==> config.mk <==
export PLATFORM = sky130hd
export DESIGN_NAME = xbsel_ctl
export DESIGN_NICKNAME = d
export VERILOG_FILES = /design/src/pkg/xbsel_pkg.sv /design/src/xbsel_ctl.sv /design/src/xbsel_sync.sv
export VERILOG_INCLUDE_DIRS = /design/src /design/src/pkg
export SDC_FILE = /design/constraint.sdc
export NUM_CORES = 1
export LEC_CHECK = 0
export ABC_AREA = 1
export BUFFER_PORTS_ARGS = -buffer_cell sky130_fd_sc_hd__buf_2
export CAP_MARGIN = 30
export CORE_MARGIN = 1.5
export CORE_UTILIZATION = 35
export CTS_CLUSTER_DIAMETER = 60
export DETAILED_ROUTE_END_ITERATION = 6
export MAX_ROUTING_LAYER = met4
export SYNTH_ARGS = -nofsm -noshare
export SYNTH_HDL_FRONTEND = slang
export SYNTH_HIERARCHICAL = 1
export SYNTH_SLANG_ARGS = --single-unit
==> constraint.sdc <==
create_clock -name ref_clk -period 2.6 [get_ports ref_clk]
set_input_delay 0.26 -clock ref_clk [delete_from_list [all_inputs] [get_ports ref_clk]]
set_output_delay 0.26 -clock ref_clk [all_outputs]
set_load 0.02 [all_outputs]
==> src/pkg/xbsel_map.svh <==
// Purpose: offsets, reset levels and timing counts of the side-bus control
// Assumes: 100 MHz ref_clk, isa system clock arrives as a pin and is sampled
// Notes:   definitions only
`ifndef XBSEL_MAP_SVH
`define XBSEL_MAP_SVH

// ==========================================
// port decodes
`define XBSEL_RTC_INDEX_PORT 16'h0070
`define XBSEL_RTC_DATA_PORT 16'h0071

// ==========================================
// reset levels
`define XBSEL_SEL_IDLE 1'h1
`define XBSEL_STROBE_IDLE 1'h0

// ==========================================
// timing: strobe width in isa system clock periods
`define XBSEL_STROBE_SYSCLKS 2'h2
// number of sync stages on pin inputs
`define XBSEL_SYNC_STAGES 2

`endif

==> src/pkg/xbsel_pkg.sv <==
// Purpose: types of the side-bus control block
// Assumes: nothing
// Notes:   strobe state machine
`default_nettype none
package xbsel_pkg;
   // ==========================================
   // strobe state machine, one-hot
   typedef enum logic [2:0] {
      XBSEL_STB_IDLE = 3'h1,
      XBSEL_STB_HIGH = 3'h2,
      XBSEL_STB_WAIT = 3'h4
   } xbsel_stb_state_t;
endpackage
`default_nettype wire

==> src/xbsel_ctl.sv <==
// Purpose: side-bus chip selects, clock-chip strobe/select, cpu init and transceiver control
// Assumes: isa commands, acks and decodes arrive asynchronously and are synchronised here
// Notes:   all outputs registered; two cycles of sync latency on every pin input
//
// Summary of operation
// - programmable selects low for PCI-master I/O cycles hitting their range
// - an active programmable select enables transceiver output enable and direction
// - keyboard controller reset request becomes a processor INIT request
// - strobe starts at falling I/O write, ends at the second system clock rise
// - clock-chip select low on I/O read or write to port 71h
// - strobe and clock-chip select pins may become general purpose outputs
// - direction low on every I/O read cycle
// - memory cycles assert direction only for BIOS or APIC decode
// - PCI-master reads assert direction from falling read command
// - ISA-master memory reads assert direction only for BIOS decode
// - direction released at rising edge of the causing read command
// - DMA reads from side bus: direction low while channel ack low
// - otherwise direction held high, inactive
// - direction pin may become a general purpose output
// - output enable from falling command when decode enabled, or from an active programmable select
`include "xbsel_map.svh"
`default_nettype none
module xbsel_ctl (
   input wire logic ref_clk,
   input wire logic rst,
   input wire logic isa_sysclk,
   input wire logic io_rd_cmd_n,
   input wire logic io_wr_cmd_n,
   input wire logic mem_rd_cmd_n,
   input wire logic mem_wr_cmd_n,
   input wire logic [15:0] io_addr,
   input wire logic pci_master_cycle,
   input wire logic prog_range_a_hit,
   input wire logic prog_range_b_hit,
   input wire logic bios_range_hit,
   input wire logic apic_range_hit,
   input wire logic side_decode_en,
   input wire logic dma_channel_ack_n,
   input wire logic dma_read_side,
   input wire logic kbc_cpu_reset_req_n,
   input wire logic internal_rtc_gpo_en,
   input wire logic gp_out_strobe_alt,
   input wire logic gp_out_clock_sel_alt,
   input wire logic side_bus_gpo_en,
   input wire logic gp_out_dir_alt,
   output logic prog_sel_a_n,
   output logic prog_sel_b_n,
   output logic side_xcvr_oe_n,
   output logic side_xcvr_dir_n,
   output logic clock_chip_index_strobe,
   output logic clock_chip_sel_n,
   output logic cpu_init_req
);
   localparam int NSYNC = 16;

   logic [NSYNC-1:0] raw_in;
   logic [NSYNC-1:0] sync_q;
   logic sysclk_s;
   logic iord_s;
   logic iowr_s;
   logic memrd_s;
   logic memwr_s;
   logic pci_s;
   logic hit_a_s;
   logic hit_b_s;
   logic bios_s;
   logic apic_s;
   logic dec_en_s;
   logic dack_s;
   logic dmard_s;
   logic kbc_cpu_reset_req_n_s;
   logic rtc_gpo_s;
   logic bus_gpo_s;
   logic [15:0] addr_r;
   logic [15:0] addr_meta_r;
   logic iowr_prev_r;
   logic sysclk_prev_r;
   logic [1:0] stb_cnt_r;
   logic [1:0] stb_cnt_nxt;
   xbsel_pkg::xbsel_stb_state_t stb_state_r;
   xbsel_pkg::xbsel_stb_state_t stb_state_nxt;
   logic stb_on;
   logic dir_read_on;
   logic sel_a_on;
   logic sel_b_on;
   logic oe_on;
   logic [1:0] hit_s;
   logic [1:0] sel_on;
   logic rtc_data_hit;
   logic [2:0] gpo_q;
   logic strobe_alt_s;
   logic clock_sel_alt_s;
   logic dir_alt_s;

   // ==========================================
   // decode helpers
   // an i/o cycle is under way while either i/o command is low
   function automatic logic io_cycle(input logic rd_n, input logic wr_n);
      return !rd_n || !wr_n;
   endfunction

   // one-cycle rise of a synchronised level, from its previous sample
   function automatic logic rise_seen(input logic prev, input logic now);
      return now && !prev;
   endfunction

   // ==========================================
   // synchronise pin inputs
   // commands and decodes share one bundle, so they stay aligned cycle for cycle
   // and a command never meets a decode from a different bus cycle
   assign raw_in = {isa_sysclk, io_rd_cmd_n, io_wr_cmd_n, mem_rd_cmd_n, mem_wr_cmd_n,
                    pci_master_cycle, prog_range_a_hit, prog_range_b_hit, bios_range_hit,
                    apic_range_hit, side_decode_en, dma_channel_ack_n, dma_read_side,
                    kbc_cpu_reset_req_n, internal_rtc_gpo_en, side_bus_gpo_en};

   xbsel_sync #(
      .WIDTH(NSYNC),
      .INIT(16'h7C14)
   ) u_sync (
      .ref_clk(ref_clk),
      .rst(rst),
      .d(raw_in),
      .q(sync_q)
   );

   assign {sysclk_s, iord_s, iowr_s, memrd_s, memwr_s, pci_s, hit_a_s, hit_b_s, bios_s,
           apic_s, dec_en_s, dack_s, dmard_s, kbc_cpu_reset_req_n_s, rtc_gpo_s, bus_gpo_s} = sync_q;

   // general purpose output values are pins as well; same latency as the enables
   xbsel_sync #(
      .WIDTH(3),
      .INIT(3'h0)
   ) u_gpo_sync (
      .ref_clk(ref_clk),
      .rst(rst),
      .d({gp_out_strobe_alt, gp_out_clock_sel_alt, gp_out_dir_alt}),
      .q(gpo_q)
   );

   assign {strobe_alt_s, clock_sel_alt_s, dir_alt_s} = gpo_q;

   // address held stable by the bus during a command; two stages anyway
   always_ff @(posedge ref_clk) begin
      if (rst) begin
         addr_meta_r <= 16'h0000;
         addr_r <= 16'h0000;
      end else begin
         addr_meta_r <= io_addr;
         addr_r <= addr_meta_r;
      end
   end

   // ==========================================
   // edge history of write command; idle high so reset makes no false fall
   always_ff @(posedge ref_clk) begin
      if (rst) begin
         iowr_prev_r <= 1'h1;
      end else begin
         iowr_prev_r <= iowr_s;
      end
   end

   // edge history of system clock; low after reset like its sync stage
   always_ff @(posedge ref_clk) begin
      if (rst) begin
         sysclk_prev_r <= 1'h0;
      end else begin
         sysclk_prev_r <= sysclk_s;
      end
   end

   // ==========================================
   // index strobe: start at falling write to port 70h, count two sysclk rises
   // the wait state holds off a second strobe until the command rises, so a
   // long write cannot make the clock chip latch its index twice
   always_comb begin
      stb_state_nxt = stb_state_r;
      stb_cnt_nxt = stb_cnt_r;
      case (stb_state_r)
         xbsel_pkg::XBSEL_STB_IDLE: begin
            if (rise_seen(!iowr_prev_r, !iowr_s) && addr_r == `XBSEL_RTC_INDEX_PORT) begin
               stb_state_nxt = xbsel_pkg::XBSEL_STB_HIGH;
               stb_cnt_nxt = 2'h0;
            end
         end
         xbsel_pkg::XBSEL_STB_HIGH: begin
            if (rise_seen(sysclk_prev_r, sysclk_s)) begin
               stb_cnt_nxt = stb_cnt_r + 2'h1;
               if (stb_cnt_r + 2'h1 == `XBSEL_STROBE_SYSCLKS) begin
                  stb_state_nxt = xbsel_pkg::XBSEL_STB_WAIT;
               end
            end
         end
         xbsel_pkg::XBSEL_STB_WAIT: begin
            if (iowr_s) begin // one strobe per write command
               stb_state_nxt = xbsel_pkg::XBSEL_STB_IDLE;
            end
         end
         default: begin
            stb_state_nxt = xbsel_pkg::XBSEL_STB_IDLE;
         end
      endcase
   end

   always_ff @(posedge ref_clk) begin
      if (rst) begin
         stb_state_r <= xbsel_pkg::XBSEL_STB_IDLE;
         stb_cnt_r <= 2'h0;
      end else begin
         stb_state_r <= stb_state_nxt;
         stb_cnt_r <= stb_cnt_nxt;
      end
   end

   assign stb_on = (stb_state_r == xbsel_pkg::XBSEL_STB_HIGH);

   // ==========================================
   // decode terms
   // the two programmable selects share one decode, one copy per range
   assign hit_s = {hit_b_s, hit_a_s};
   genvar j;
   generate
      for (j = 0; j < 2; j = j + 1) begin : g_sel
         assign sel_on[j] = pci_s && hit_s[j] && io_cycle(iord_s, iowr_s);
      end
   endgenerate
   assign sel_a_on = sel_on[0];
   assign sel_b_on = sel_on[1];
   // read terms for direction; command rising ends them, channel ack rising ends the DMA term
   assign dir_read_on = !iord_s
      || (!memrd_s && (bios_s || (pci_s && apic_s)))
      || (dmard_s && !dack_s);
   assign oe_on = dec_en_s && (io_cycle(iord_s, iowr_s) || !memrd_s || !memwr_s);
   // clock-chip data port access, read or write
   assign rtc_data_hit = io_cycle(iord_s, iowr_s) && addr_r == `XBSEL_RTC_DATA_PORT;

   // ==========================================
   // programmable selects
   always_ff @(posedge ref_clk) begin
      if (rst) begin
         prog_sel_a_n <= `XBSEL_SEL_IDLE;
         prog_sel_b_n <= `XBSEL_SEL_IDLE;
      end else begin
         prog_sel_a_n <= !sel_a_on;
         prog_sel_b_n <= !sel_b_on;
      end
   end

   // ==========================================
   // transceiver output enable
   always_ff @(posedge ref_clk) begin
      if (rst) begin
         side_xcvr_oe_n <= `XBSEL_SEL_IDLE;
      end else if (bus_gpo_s) begin
         side_xcvr_oe_n <= `XBSEL_SEL_IDLE; // no side bus fitted
      end else begin
         side_xcvr_oe_n <= !(oe_on || sel_a_on || sel_b_on);
      end
   end

   // ==========================================
   // transceiver direction
   always_ff @(posedge ref_clk) begin
      if (rst) begin
         side_xcvr_dir_n <= `XBSEL_SEL_IDLE;
      end else if (bus_gpo_s) begin
         side_xcvr_dir_n <= dir_alt_s;
      end else begin
         side_xcvr_dir_n <= !(dir_read_on || sel_a_on || sel_b_on);
      end
   end

   // ==========================================
   // clock-chip index strobe; the pin becomes a plain output when the clock is internal
   always_ff @(posedge ref_clk) begin
      if (rst) begin
         clock_chip_index_strobe <= `XBSEL_STROBE_IDLE;
      end else if (rtc_gpo_s) begin
         clock_chip_index_strobe <= strobe_alt_s;
      end else begin
         clock_chip_index_strobe <= stb_on;
      end
   end

   // clock-chip select on data port accesses, same fallback as the strobe
   always_ff @(posedge ref_clk) begin
      if (rst) begin
         clock_chip_sel_n <= `XBSEL_SEL_IDLE;
      end else if (rtc_gpo_s) begin
         clock_chip_sel_n <= clock_sel_alt_s;
      end else begin
         clock_chip_sel_n <= !rtc_data_hit;
      end
   end

   // ==========================================
   // processor init request
   always_ff @(posedge ref_clk) begin
      if (rst) begin
         cpu_init_req <= 1'h0;
      end else begin
         cpu_init_req <= !kbc_cpu_reset_req_n_s;
      end
   end
endmodule // xbsel_ctl
`default_nettype wire

==> src/xbsel_sync.sv <==
// Purpose: two-flop synchroniser for a bundle of pin inputs
// Assumes: inputs asynchronous to ref_clk
// Notes:   first stage is read only by the second stage
`include "xbsel_map.svh"
`default_nettype none
module xbsel_sync #(
   parameter int WIDTH = 1,
   parameter logic [WIDTH-1:0] INIT = '0
) (
   input wire logic ref_clk,
   input wire logic rst,
   input wire logic [WIDTH-1:0] d,
   output logic [WIDTH-1:0] q
);
   logic [WIDTH-1:0] meta_r;

   // ==========================================
   // two stages per bit
   genvar i;
   generate
      for (i = 0; i < WIDTH; i = i + 1) begin : g_bit
         always_ff @(posedge ref_clk) begin
            if (rst) begin
               meta_r[i] <= INIT[i];
               q[i] <= INIT[i];
            end else begin
               meta_r[i] <= d[i];
               q[i] <= meta_r[i];
            end
         end
      end
   endgenerate
endmodule // xbsel_sync
`default_nettype wire
Yosys cells after proc, flatten, opt, wreduce, memory -nomap -nowiden
Cells that the tools add are included.
{"block": "op_classes", "addsub": 1, "eq_ne": 10, "muxes": 11, "n_reduce_logical": 38}
{"op": "$eq A16 B7 Y1 const B", "n": 2}
{"op": "$logic_and A1 B1 Y1", "n": 12}
{"op": "$logic_not A1 Y1", "n": 12}
{"op": "$mux W3", "n": 4}
{"op": "$logic_or A1 B1 Y1", "n": 10}
{"op": "$pmux W3 S3", "n": 1}
{"op": "$ne A2 B1 Y1 const B", "n": 3}
{"op": "$mux W2", "n": 2}
{"op": "$pmux W2 S2", "n": 1}
{"op": "$reduce_and A4 Y1", "n": 1}
{"op": "$eq A3 B1 Y1 const B", "n": 1}
{"op": "$eq A3 B2 Y1 const B", "n": 1}
{"op": "$eq A3 B3 Y1 const B", "n": 1}
{"op": "$mux W1", "n": 3}
{"op": "$reduce_and A3 Y1", "n": 1}
{"op": "$add A2 B1 Y2 const B", "n": 1}
{"op": "$eq A2 B2 Y1 const B", "n": 1}
{"op": "$ne A2 B2 Y1 const B", "n": 1}
{"op": "$reduce_bool A2 Y1", "n": 1}
{"op": "$reduce_or A2 Y1", "n": 1}
{"block": "totals", "reg_bits": 84, "input_bits": 37, "output_inout_bits": 7, "wordCells": 111}

Depth between registers and ports, before layout
{"block": "depth", "word_depth": 9, "mapped_depth": 10}

Cells and area by module
Netlist, hierarchy kept.
{"mod": "xbsel_ctl", "instances": 1, "cells_per_inst": 199, "area_per_inst_um2": 1579.0}
{"mod": "xbsel_sync (u_sync)", "instances": 1, "cells_per_inst": 100, "area_per_inst_um2": 923.4}
{"mod": "xbsel_sync (u_gpo_sync)", "instances": 1, "cells_per_inst": 18, "area_per_inst_um2": 165.2}

Worst setup path after synthesis
OpenSTA, ideal clock, no wires.
{"block": "synth_timing", "path_type": "register -> register", "startpoint": "reg addr_r[3]", "endpoint": "reg stb_cnt_r[0]", "setup_time_ns": 0.113, "arrival_time_ns": 0.920, "required_ns": 2.487, "path_slack_ns": 1.567, "stages_incl_launch_ff": 9, "period_less_slack_ns": 1.033, "path_cell_list": "dfxtp_1 nor2_2 nand3_1 nor2_1 nand2_1 nand2_2 nand3_1 nor2_1 nor2_1"}
{"block": "synth_via", "elab_chain_len": 4}
{"item": "from (decl)", "line_no": "xbsel_ctl.sv:74", "source": "logic [15:0] addr_r;"}
{"item": "from (signal assigned)", "line_no": "xbsel_ctl.sv:149", "source": "addr_r <= addr_meta_r;"}
{"item": "$eq A16 B7 Y1 (no line)"}
{"item": "$logic_and A1 B1 Y1 (no line)"}
{"item": "$ne A2 B2 Y1 (no line)"}
{"item": "$reduce_and A3 Y1 (no line)"}
{"item": "to (signal assigned)", "line_no": "xbsel_ctl.sv:211", "source": "stb_cnt_r <= stb_cnt_nxt;"}
{"item": "to (decl)", "line_no": "xbsel_ctl.sv:78", "source": "logic [1:0] stb_cnt_r;"}
Every way passes these cells.
A chain may end at the register's enable or synchronous reset.

Final worst setup path
{"block": "layout_timing", "startpoint": "reg addr_r[13]", "endpoint": "reg stb_cnt_r[1]"}
The elaborated chain is that of the path after synthesis.

==> metrics.md <==
| Metric | Value |
|---|---|
| Sequential power share | 54.1% |
| Via-to-Cell Ratio | 3.84 |
| GPL Wtd Cong | 0.773 |
| Die X | 90.3 um |
| Number of global-route vias before repair | 1662 |
| Clock Path Buffers | 2 |
| Sequential share of the synthesized area | 63.0% |
| CTS resizes | 0 |
| Synth async-reset ratio | 0% |
| DR DRC count | 0 |
| Synthesis-to-layout area growth | 18.7% |
| Final setup fails | 0 |
| GRT overflow | 0 |
| Post-CTS setup buffer count | 0 |
| Total GRT Usage | 11.0% |
| Switching part of the total | 24.8% |
| Wire per inst | 8.11 um |
| Vias | 1797 |
| Nets@finish | 402 |
| Crit end category | flop |
| CP Max Fanout | 5 |
| Worst-Margin Slew | 0.657 ns |
| Crit path DAT | 1.41 ns |
| Core area | 7330 um^2 |
| IO Pins | 44 |
| #FFs+latches synth | 84 |
| First-pass GRT wire length | 6.78 mm |
| Antenna viol nets, final | 0 |
| Min Tclk post-route | 1.21 ns |
| Logic pwr share | 9.2% |
| EDFF count, synth | 0 |
| Status | complete, no violations |
| Die Y | 90.3 um |
| Min-Delay Path Class | input port to flop |
| Worst Path Required | 2.80 ns |
| Initial Util | 36.4% |
| Primary FF master, synth | dfxtp_1 |
| Mapped Nets | 355 |
| Final instance area | 3170 um^2 |
| Total net switching power | 634 uW |
| Lkg Pwr | 0.00162 uW |
| Initial antenna violation count | 0 |
| Distinct cells, synth | 22 |
| PD cells | 807 nW/um^2 |
| Clk Latency, worst-skew pair | 0.35 ns |
| Hold slack | 0.0838 ns |
| Cell area after synthesis | 2670 um^2 |
| Clock power frac | 36.8% |
| Hold_buf cts | 0 |
| WL final | 3.80 mm |
| H-tree levels | 3 |
| Root Buffer | clkbuf_8 |
| Startpoint Class | flop |
| Area after DPL | 2960 um^2 |
| Total negative slack | 0 ns |
| Max IR drop VDD | 0.264 mV |
| RSZ-0062 raised after global routing | no |
| Final Max Slew Viols | 0 |
| Rel. slew slack | 56.2% |
| Final worst path period share | 46.4% |
| Yosys warning total | 6 |
| Final hold viol count | 0 |
| Pin count of the biggest net entering global routing | 40 |
| Die area | 8150 um^2 |
| Clock sinks | 84 |
| CTS clock-pin slew for the worst setup and hold paths | 0.09 ns |
| Worst-case clock skew | 0.0132 ns |
| Layout cells sized above 1 | 18.7% |
| Gate Count Post-Synth | 317 |
| Drt pass-1 iters | 4 |
| N_diodes | 0 |
| Port bufs | 43 |
| Max Cap Violations | 0 |
| R2r setup slk | 1.39 ns |
| CTS Buf Count | 9 |
| Int Power | 1920 uW |
| HPWL Detailed | 2.65 mm |
| TritonCTS clock tree | built |
| Crit Path Category | flop to flop |
| Site row count | 31 |
| F_max | 830 MHz |
| FILL cells | 761 |
| DRT iter0 DRCs | 69 |
| Syn_area_per_cell | 8.42 um^2 |
==> per-layer routing <==
layer	GRT usage, %	vias up	wire, um
li1	-	992	-
met1	11.9	760	1810
met2	17.4	36	1710
met3	3.28	9	168
met4	7.54	0	116
met5	-	-	0
==> layout make-up <==
cell class / count / area (um^2) / share of cell area, %
inverters: 86 / 325 / 10.3
well taps: 99 / 124 / 3.91
multi-input cells: 139 / 604 / 19.1
flip-flops and latches: 84 / 1680 / 53.1
clock inverters: 6 / 70.1 / 2.21
clock buffers: 10 / 138 / 4.35
repair buffers: 44 / 223 / 7.04
==> cells by family (layout without fill, tap and decap cells) <==
| family | after synthesis | count (layout) | synth area share (%) |
|---|---|---|---|
| compound gates | 14 | 14 | 3.00 |
| flops | 84 | 84 | 63.0 |
| simple gates | 124 | 124 | 19.2 |
| buf+inv | 94 | 146 | 14.3 |
| fa+ha+maj | 1 | 1 | 0.469 |
==> through the flow <==
step	setup WS [ns]	util (%)	power [uW]	std cells
2_1_floorplan	1.57	-	1580	317
3_3_place_gp	1.11	40.3	1640	452
3_5_place_dp	1.09	40.3	1650	452
4_1_cts	1.36	43.2	2590	468
5_1_grt	1.19	43.2	2700	468
6_report	1.39	43.2	2550	468
==> path summary, 6_finish.rpt <==
path / startpoint / endpoint / cells after the start
setup / recovery: addr_r[13] / stb_cnt_r[1] / 8
hold / removal: dma_channel_ack_n / u_sync/meta_r[4] / 3
setup reg to reg: addr_r[13] / stb_cnt_r[1] / 8
hold reg to reg: u_sync/q[2] / cpu_init_req / 1
==> synth_stat cells, drive strengths merged, types with 2 or more instances <==
cell type | instances | area (um^2)
a21oi | 8 | 40.0
buf | 4 | 41.3
clkbuf | 4 | 15.0
dfxtp | 84 | 1680
inv | 86 | 325
nand2 | 34 | 133
nand3 | 6 | 40.0
nand4 | 4 | 25.0
nor2 | 76 | 290
nor3 | 2 | 10.0
o21ai | 4 | 23.8
==> flip-flops by register name, indices dropped and copies added (netlist names), 2 cells and up <==
signal,flops
addr_meta_r,16
addr_r,16
u_sync/meta_r,16
u_sync/q,16
stb_state_r,3
u_gpo_sync/meta_r,3
u_gpo_sync/q,3
stb_cnt_r,2
==> power groups by stage <==
stage	clock [uW]	sequential [uW]	combinational (uW)
after floorplan	0	1410	173
after global routing	1030	1390	276
after CTS	973	1380	237
after global placement	0	1410	232
final	939	1380	234
after detailed placement	0	1410	235
==> worst max-delay path: stages, from the launching register on <==
cell and delay, ns:
dfxtp_1 0.31, nor2_1 0.12, nand2_1 0.08, nor2_2 0.13
nand2_1 0.09, nand2_2 0.10, nand3_1 0.11, nand2_1 0.08
a21oi_1 0.05
==> layout by cell type, fill, tap and decap left out <==
| cell | count |
|---|---|
| inv_1 | 85 |
| dfxtp_1 | 84 |
| nor2_1 | 74 |
| buf_2 | 43 |
| nand2_1 | 32 |
| clkbuf_8 | 10 |
| a21oi_1 | 8 |
| nand4_1 | 4 |
| nand3_1 | 4 |
| o21ai_0 | 3 |
| nor2_2 | 2 |
| nand2_2 | 2 |
| nand3_2 | 2 |
| nor3_1 | 2 |
| clkinvlp_4 | 2 |
| or2_2 | 1 |
| o21ai_2 | 1 |
| a211o_1 | 1 |
| nor3b_1 | 1 |
| o211ai_1 | 1 |
| ha_1 | 1 |
| bufinv_16 | 1 |
| inv_8 | 1 |
| clkinv_2 | 1 |
| inv_6 | 1 |
| buf_4 | 1 |
| inv_4 | 1 |
Power figures use the tool's default switching activity.
